===== src/verilog/bst_pkg.sv =====
package bst_pkg;
    localparam int IR_W = 3;
    localparam logic [2:0] IR_EXTEST = 3'h0;
    localparam logic [2:0] IR_SAMPLE = 3'h1;
    localparam logic [2:0] IR_USER1 = 3'h2;
    localparam logic [2:0] IR_USER2 = 3'h3;
    localparam logic [2:0] IR_READBACK = 3'h4;
    localparam logic [2:0] IR_CONFIGURE = 3'h5;
    localparam logic [2:0] IR_BYPASS = 3'h7;
    localparam logic [2:0] IR_CAPTURE = 3'h1;
    localparam int CELLS_PER_IOB = 3;
    localparam int CELL_OE = 2;
    localparam int CELL_OUT = 1;
    localparam int CELL_IN = 0;
    localparam int DEF_IOBS = 8;

    typedef enum logic [3:0] {
        TLR, RTI, SEL_DR, CAP_DR, SH_DR, EX1_DR, PA_DR, EX2_DR, UPD_DR,
        SEL_IR, CAP_IR, SH_IR, EX1_IR, PA_IR, EX2_IR, UPD_IR
    } bst_state_t;

    typedef struct packed {
        logic tck;
        logic tms;
        logic tdi;
    } bst_tap_in_t;

    typedef struct packed {
        logic reset;
        logic update;
        logic shift;
        logic capture;
        logic sel1;
        logic sel2;
    } bst_user_t;
endpackage


===== src/verilog/bst_tap.sv =====
`timescale 1ns/1ps
// Operation
// - extest, sample/preload, bypass with needed registers
// - two user instructions accepted
// - scan option turns pins into test port
// - every io block scanned as bidirectional pin
// - no internal-test instruction supported
// - four wires, reset only via tms
// - sixteen-state controller, instruction and data registers
// - three boundary cells per io block
// - public always before config, after only if enabled
// - configure and read back through scan path
// - user reset, update, shift outputs decoded
// - extest capture samples all pins together
// - cell order output-enable, output, input
// - bypass is one flip-flop tdi to tdo
// - output float except enabled extest
module bst_tap #(
    parameter int NUM_IOB = bst_pkg::DEF_IOBS
) (
    // clock and reset
    input wire logic CLK_I,
    input wire logic SYS_RST_I,
    // test port pins
    input wire logic TCK_I,
    input wire logic TMS_I,
    input wire logic TDI_I,
    output logic TDO_O,
    output logic TDO_OE_O,
    // device status
    input wire logic SCAN_OPTION_I,
    input wire logic CONFIG_DONE_I,
    input wire logic SCAN_IN_DESIGN_I,
    input wire logic GLOBAL_OUTPUT_FLOAT_I,
    // io blocks: core side
    input wire logic [NUM_IOB-1:0] CORE_OUT_I,
    input wire logic [NUM_IOB-1:0] CORE_OE_I,
    output logic [NUM_IOB-1:0] CORE_IN_O,
    // io blocks: pad side
    input wire logic [NUM_IOB-1:0] PAD_I,
    output logic [NUM_IOB-1:0] PAD_O,
    output logic [NUM_IOB-1:0] PAD_OE_O,
    // user scan registers
    input wire logic USER_TDO1_I,
    input wire logic USER_TDO2_I,
    output bst_pkg::bst_user_t USER_O,
    // configuration path
    input wire logic CFG_DOUT_I,
    input wire logic READBACK_DATA_I,
    output logic CFG_DATA_O,
    output logic CFG_STROBE_O,
    output logic READBACK_STROBE_O
);
    import bst_pkg::*;

    localparam int BSR_W = NUM_IOB * CELLS_PER_IOB;

    if (NUM_IOB < 1) begin : g_bad_iobs
        $error("NUM_IOB must be at least one");
    end

    // two-stage synchronisers for tck, tms, tdi and the pads
    bst_tap_in_t sync1_ff, sync2_ff;
    logic tck_prev_ff;
    logic [NUM_IOB-1:0] pad_s1_ff, pad_s2_ff;

    always_ff @(posedge CLK_I) begin
        sync1_ff <= '{tck: TCK_I, tms: TMS_I, tdi: TDI_I};
        sync2_ff <= sync1_ff;
        pad_s1_ff <= PAD_I;
        pad_s2_ff <= pad_s1_ff;
        tck_prev_ff <= SYS_RST_I ? 1'b0 : sync2_ff.tck;
    end

    wire tck_rise = sync2_ff.tck & ~tck_prev_ff;
    wire tck_fall = ~sync2_ff.tck & tck_prev_ff;

    bst_state_t state;

    bst_tap_fsm u_fsm (
        .clk_i(CLK_I),
        .rst_i(SYS_RST_I),
        .step_i(tck_rise),
        .tms_i(sync2_ff.tms),
        .state_o(state)
    );

    // instruction, boundary, bypass and tdo output registers
    logic [IR_W-1:0] ir_sh_ff, ir_ff;
    logic [BSR_W-1:0] bsr_sh_ff, bsr_upd_ff;
    logic bypass_ff;
    logic tdo_ff, tdo_oe_ff;

    // gating: public always before config, after config only when enabled
    wire scan_on = SCAN_OPTION_I & (~CONFIG_DONE_I | SCAN_IN_DESIGN_I);
    wire is_ext = scan_on & (ir_ff == IR_EXTEST);
    wire is_samp = scan_on & (ir_ff == IR_SAMPLE);
    wire is_u1 = scan_on & (ir_ff == IR_USER1);
    wire is_u2 = scan_on & (ir_ff == IR_USER2);
    wire is_rb = scan_on & (ir_ff == IR_READBACK);
    wire is_cfg = scan_on & (ir_ff == IR_CONFIGURE) & ~CONFIG_DONE_I;
    // reserved, bypass, unknown codes (incl. internal test) select bypass
    wire is_byp = ~(is_ext | is_samp | is_u1 | is_u2 | is_rb | is_cfg);

    // capture vector: per io block oe, out, in (oe nearest tdi)
    logic [BSR_W-1:0] cap_vec;
    genvar g;
    generate
        for (g = 0; g < NUM_IOB; g++) begin : g_cell
            assign cap_vec[g*CELLS_PER_IOB + CELL_OE] = CORE_OE_I[g];
            assign cap_vec[g*CELLS_PER_IOB + CELL_OUT] = CORE_OUT_I[g];
            assign cap_vec[g*CELLS_PER_IOB + CELL_IN] = pad_s2_ff[g];
        end
    endgenerate

    wire bsr_sel = is_ext | is_samp;
    wire st_cap_dr = (state == CAP_DR);
    wire st_sh_dr = (state == SH_DR);
    wire st_upd_dr = (state == UPD_DR);

    always_ff @(posedge CLK_I) begin
        if (SYS_RST_I) begin
            ir_sh_ff <= IR_BYPASS;
            ir_ff <= IR_BYPASS;
        end else if (tck_rise) begin
            case (state)
                TLR: ir_ff <= IR_BYPASS;
                CAP_IR: ir_sh_ff <= IR_CAPTURE;
                SH_IR: ir_sh_ff <= {sync2_ff.tdi, ir_sh_ff[IR_W-1:1]};
                UPD_IR: ir_ff <= ir_sh_ff;
                default: ir_sh_ff <= ir_sh_ff;
            endcase
        end
    end

    always_ff @(posedge CLK_I) begin
        if (SYS_RST_I) begin
            bsr_sh_ff <= '0;
            bsr_upd_ff <= '0;
            bypass_ff <= 1'b0;
        end else if (tck_rise) begin
            if (bsr_sel && st_cap_dr) begin
                bsr_sh_ff <= cap_vec;
            end else if (bsr_sel && st_sh_dr) begin
                bsr_sh_ff <= {sync2_ff.tdi, bsr_sh_ff[BSR_W-1:1]};
            end
            if (bsr_sel && st_upd_dr) begin
                bsr_upd_ff <= bsr_sh_ff;
            end
            if (st_cap_dr) begin
                bypass_ff <= 1'b0;
            end else if (st_sh_dr) begin
                bypass_ff <= sync2_ff.tdi;
            end
        end
    end

    // serial output source selection
    wire cfg_src = is_cfg ? CFG_DOUT_I : READBACK_DATA_I;
    wire usr_src = is_u1 ? USER_TDO1_I : USER_TDO2_I;
    wire dr_src = bsr_sel ? bsr_sh_ff[0] :
                  (is_u1 | is_u2) ? usr_src :
                  is_byp ? bypass_ff : cfg_src;
    wire tdo_src = (state == SH_IR) ? ir_sh_ff[0] : dr_src;
    wire tdo_en = (state == SH_IR) | st_sh_dr;

    always_ff @(posedge CLK_I) begin
        if (SYS_RST_I) begin
            tdo_ff <= 1'b0;
            tdo_oe_ff <= 1'b0;
        end else if (tck_fall) begin
            tdo_ff <= tdo_src;
            tdo_oe_ff <= tdo_en & scan_on;
        end
    end

    // pad drive: extest from cells, else core gated by output float
    logic [NUM_IOB-1:0] ext_out, ext_oe;
    generate
        for (g = 0; g < NUM_IOB; g++) begin : g_pad
            assign ext_out[g] = bsr_upd_ff[g*CELLS_PER_IOB + CELL_OUT];
            assign ext_oe[g] = bsr_upd_ff[g*CELLS_PER_IOB + CELL_OE];
        end
    endgenerate

    wire [NUM_IOB-1:0] nxt_pad_o = is_ext ? ext_out : CORE_OUT_I;
    wire [NUM_IOB-1:0] nxt_pad_oe = is_ext ? ext_oe :
        (GLOBAL_OUTPUT_FLOAT_I ? '0 : CORE_OE_I);

    logic [NUM_IOB-1:0] pad_o_ff, pad_oe_ff, core_in_ff;
    bst_user_t user_ff;
    logic cfg_data_ff, cfg_stb_ff, rb_stb_ff;

    always_ff @(posedge CLK_I) begin
        if (SYS_RST_I) begin
            pad_o_ff <= '0;
            pad_oe_ff <= '0;
            core_in_ff <= '0;
            user_ff <= '0;
            cfg_data_ff <= 1'b0;
            cfg_stb_ff <= 1'b0;
            rb_stb_ff <= 1'b0;
        end else begin
            pad_o_ff <= nxt_pad_o;
            pad_oe_ff <= nxt_pad_oe;
            core_in_ff <= pad_s2_ff;
            user_ff.reset <= (state == TLR);
            user_ff.update <= st_upd_dr;
            user_ff.shift <= st_sh_dr;
            user_ff.capture <= st_cap_dr;
            user_ff.sel1 <= is_u1;
            user_ff.sel2 <= is_u2;
            cfg_data_ff <= sync2_ff.tdi;
            cfg_stb_ff <= tck_rise & st_sh_dr & is_cfg;
            rb_stb_ff <= tck_rise & st_sh_dr & is_rb;
        end
    end

    assign TDO_O = tdo_ff;
    assign TDO_OE_O = tdo_oe_ff;
    assign PAD_O = pad_o_ff;
    assign PAD_OE_O = pad_oe_ff;
    assign CORE_IN_O = core_in_ff;
    assign USER_O = user_ff;
    assign CFG_DATA_O = cfg_data_ff;
    assign CFG_STROBE_O = cfg_stb_ff;
    assign READBACK_STROBE_O = rb_stb_ff;
endmodule


===== src/verilog/bst_tap_fsm.sv =====
`timescale 1ns/1ps
module bst_tap_fsm (
    input wire logic clk_i,
    input wire logic rst_i,
    input wire logic step_i,
    input wire logic tms_i,
    output bst_pkg::bst_state_t state_o
);
    import bst_pkg::*;

    bst_state_t state_ff;
    bst_state_t nxt_state;

    always_comb begin
        case (state_ff)
            TLR: nxt_state = tms_i ? TLR : RTI;
            RTI: nxt_state = tms_i ? SEL_DR : RTI;
            SEL_DR: nxt_state = tms_i ? SEL_IR : CAP_DR;
            CAP_DR: nxt_state = tms_i ? EX1_DR : SH_DR;
            SH_DR: nxt_state = tms_i ? EX1_DR : SH_DR;
            EX1_DR: nxt_state = tms_i ? UPD_DR : PA_DR;
            PA_DR: nxt_state = tms_i ? EX2_DR : PA_DR;
            EX2_DR: nxt_state = tms_i ? UPD_DR : SH_DR;
            UPD_DR: nxt_state = tms_i ? SEL_DR : RTI;
            SEL_IR: nxt_state = tms_i ? TLR : CAP_IR;
            CAP_IR: nxt_state = tms_i ? EX1_IR : SH_IR;
            SH_IR: nxt_state = tms_i ? EX1_IR : SH_IR;
            EX1_IR: nxt_state = tms_i ? UPD_IR : PA_IR;
            PA_IR: nxt_state = tms_i ? EX2_IR : PA_IR;
            EX2_IR: nxt_state = tms_i ? UPD_IR : SH_IR;
            UPD_IR: nxt_state = tms_i ? SEL_DR : RTI;
            default: nxt_state = TLR;
        endcase
    end

    // no test reset pin: five tck with tms high reach TLR
    always_ff @(posedge clk_i) begin
        if (rst_i) begin
            state_ff <= TLR;
        end else if (step_i) begin
            state_ff <= nxt_state;
        end
    end

    assign state_o = state_ff;
endmodule

===== config.mk =====
export PLATFORM = sky130hd
export DESIGN_NAME = bst_tap
export DESIGN_NICKNAME = d
export VERILOG_FILES = /design/src/verilog/bst_pkg.sv /design/src/verilog/bst_tap.sv /design/src/verilog/bst_tap_fsm.sv
export SDC_FILE = /design/constraint.sdc
export NUM_CORES = 1
export LEC_CHECK = 0
export BUFFER_PORTS_ARGS = -buffer_cell sky130_fd_sc_hd__buf_4
export CAP_MARGIN = 10
export CORE_MARGIN = 2
export CORE_UTILIZATION = 59
export CTS_CLUSTER_SIZE = 24
export DETAILED_ROUTE_END_ITERATION = 10
export PLACE_DENSITY = 0.79
export SLEW_MARGIN = 20
export SYNTH_ARGS = -nofsm -noshare
export SYNTH_HDL_FRONTEND = slang
export SYNTH_SLANG_ARGS = --single-unit

===== constraint.sdc =====
create_clock -name CLK_I -period 3.91 [get_ports CLK_I]
set_input_delay 0.782 -clock CLK_I [delete_from_list [all_inputs] [get_ports CLK_I]]
set_output_delay 0.782 -clock CLK_I [all_outputs]
set_load 0.02 [all_outputs]

==> key figures <==
Status
  – Status: completed

Hold path
  – Hold Crit Class: reg2reg
  – Hold depth: 0
  – Worst Hold Endpoint: sync2_ff[1]
  – Hold_sp: sync1_ff[1]

Drt
  – Vias/cell: between 5 and 6
  – Remaining DRCs: 0
  – WL/cell: around 15 microns
  – Antenna Nets Post-Route: 0
  – First DRT Iteration DRCs: slightly below 300
  – Drt pass-1 iters: 4
  – Vias: 3,086
  – Routed WL: 8252 microns

Setup path
  – Origin of the critical flop-to-flop path: sync2_ff[2]
  – CP endpoint kind: register
  – Top delay family on crit path: simple AND/OR/NAND/NOR gates
  – Crit-path cells: nor2b_1 -> nand2_1 -> nor4_4 -> buf_4 -> nor2_1 -> a211oi_1
  – Worst reg2reg path depth: 6
  – Req. time, crit path: around 4.2 ns
  – Worst path buffer plus inverter count: 1
  – Setup Crit Path Kind: reg2reg
  – Slowest CP cell: nor2b_1
  – Crit path launch: sync2_ff[2]
  – CP Launch Type: register
  – CP max FO: 48
  – Reg2Reg Setup Slack: ~1.5 ns
  – Worst R2R End: bsr_sh_ff[4]
  – Arrival @ worst endpoint: ~2.7 ns
  – Worst path max stage delay: 0.67 ns

Layout
  – Area Growth Syn to Fin: 16.87%
  – Nets: 500
  – Design area: ~4800 sq um
  – Filler instances: 520
  – Number of diodes: 0
  – Layout cells sized above 1: 23.93%
  – Post-Layout Cell Count: about 560

Clock network
  – CTS Buffer Depth: 2
  – TritonCTS clock tree: done
  – Clock Latency Late Sink: 0.37 ns
  – CTS Buf Count: 9
  – H-tree depth: 3
  – Clock root buffer: clkbuf_8
  – Clock sink total: roughly 110
  – Post-CTS Setup Inserts: 0
  – Resize count post-CTS: 0
  – # hold bufs at CTS: 0
  – Clock-pin slew on the worst setup and hold paths: roughly 0.11 ns

Pwr
  – IR drop worst, VDD: 0.2786 mV
  – Leakage: ~1.8 nW
  – PwrDens: 396.5 nW/um^2

GRT
  – Total GRT Usage: 22.40%
  – Vias in the first global route: ~2,900
  – Gr ovfl total: 0
  – Largest net degree at the start of global routing: between 80 and 90
  – First-pass GRT wire length: around 13,000 microns
  – Initial antenna violation count: 0

Synthesis
  – Mean post-synth cell area: roughly 10 sq um
  – Synth area leaders: dfxtp_1 (53%), mux2i_1 (10%), a211oi_2 (4.2%), nor2_1 (4.2%), nand2_1 (3.3%)
  – Mapped Area: between 4000 and 5000 sq um
  – Asr flop ratio synth: 0%
  – Synth Register Bits: around 110
  – Synth Warn #: 0
  – Number of synthesized flops with an enable pin: 0
  – Mapped Cells: roughly 410
  – Yosys top cell by area: dfxtp_1
  – Count leader, synth: dfxtp_1
  – Synth top area share: roughly 53%
  – Yosys cell types: 45
  – Syn Nets: approximately 450
  – Most common flop cell mapped by yosys: dfxtp_1
  – Synth cell count leaders: dfxtp_1 (109), nor2_1 (46), mux2i_1 (43), nand2_1 (36), a21oi_1 (25)
  – Register area share after synthesis: ~53%

Timing
  – Max Freq: ~0.42 GHz
  – Worst Max-Slew Pin Slew: 1.072 ns
  – Max Slew Vio Count: 0
  – Final min period: about 2.4 ns
  – Number of setup violations in the final report: 0
  – Hold Vio Cnt, Final: 0
  – Final Cycle Share: about three fifths
  – Rel. slew slack: between 20% and 30%
  – Post-route setup TNS: 0 ns
  – Worst clock skew: between 0.01 and 0.015 ns
  – RSZ-0062 raised after global routing: false

Placed design
  – DP Area: 4663 sq um
  – RD Place Congestion: slightly below 0.9
  – Detail Placement HPWL: approximately 5400 microns
  – DP Cell Count: roughly 550
  – Count of input and output buffers: 71

Floorplan
  – Cell Rows: 30
  – Initial core utilization: between 60% and 70%
  – Die footprint: 7701 sq um
  – IO Pins: 72
  – Chip width: 87.76 microns
  – Die height: 87.76 microns
  – Core ar.: just under 7000 sq um

Run
  – Max Cap Viol: 0
-- layout make-up --
cell class / count / area, sq um / share of cell area (%)
clock inverter: 6 / 46.29 / 0.9571
multi-input combinational: 265 / 1790 / 37.02
clock buffer: 10 / 127.6 / 2.638
timing repair buffer: 74 / 555.5 / 11.48
tap: 96 / 120.1 / 2.483
inverter: 4 / 15.01 / 0.3104
sequential: 109 / 2182 / 45.11
-- kinds of logic after synthesis --
logic type / after synthesis / share of synthesized area [%]
AO/OA/AOI/OAI: 76 / 13.78
XOR/XNOR: 1 / 0.2116
buffers and inverters: 34 / 4.232
flip-flops: 109 / 52.72
multiplexers: 43 / 10.40
AND/OR/NAND/NOR: 145 / 18.65
-- per-layer routing --
metal  GRT usage (%)  wire length [microns]
met5               0                      0
met2           36.16                   3944
met3           6.786                    515
met4           6.993                     93
met1           29.01                   3698
-- registers in the layout, summed over array words and instances (netlist names), 4 cells and up --
register       count
CORE_IN_O          8
PAD_O              8
PAD_OE_O           8
USER_O             6
bsr_sh_ff         24
bsr_upd_ff        16
pad_s1_ff          8
pad_s2_ff          8
u_fsm.state_o      4
-- worst reg2reg max path: stages (launching register included) --
cell      delay [ns]
dfxtp_1         0.39
nor2b_1         0.67
nand2_1         0.21
nor4_4          0.16
buf_4           0.50
nor2_1          0.10
a211oi_1        0.25
-- stage by stage --
step / power (mW) / util [%] / hold WS [ns] / setup WS [ns]
after detailed placement: 1.327 / 68.64 / 0.3128 / 1.461
after floorplan: 1.260 / - / 0.3096 / 1.760
after CTS: 1.933 / 71.20 / 0.3374 / 1.536
after global placement: 1.323 / 68.64 / 0.3104 / 1.524
final: 1.918 / 71.20 / 0.3367 / 1.526
after global routing: 1.993 / 71.20 / 0.3453 / 1.222
-- where the power goes --
group	internal, mW	switching, mW	leakage [nW]
Clock	0.237	0.380	0.0833
Combinational	0.0665	0.0756	0.793
Sequential	1.14	0.0209	0.894
-- layout by cell type (no fill, tap or decap), drive strengths merged, types with 3 or more instances in the layout --
cell / Yosys / layout
a211oi: 25 / 25
a21oi: 25 / 25
a221o: 3 / 3
a221oi: 4 / 4
a31oi: 3 / 3
buf: 12 / 74
clkbuf: 18 / 10
dfxtp: 109 / 109
inv: 4 / 6
mux2i: 43 / 43
nand2: 37 / 37
nand2b: 9 / 9
nand3: 4 / 4
nand3b: 9 / 9
nor2: 47 / 47
nor2b: 15 / 15
nor3: 8 / 8
nor4: 4 / 4
o21ai: 5 / 5
o22ai: 5 / 5
-- worst max-delay path by stage --
stage                           endpoint  cells after the start  slack [ns]
after floorplan           bsr_upd_ff[10]                      6        1.76
after global placement          PAD_O[6]                      6        1.52
after detailed placement    bsr_sh_ff[4]                      7        1.46
after CTS                   bsr_sh_ff[3]                      6        1.54
after global routing        bsr_sh_ff[2]                      6        1.22
final                       bsr_sh_ff[4]                      6        1.53
No activity file was read; power rests on OpenSTA's default activity.
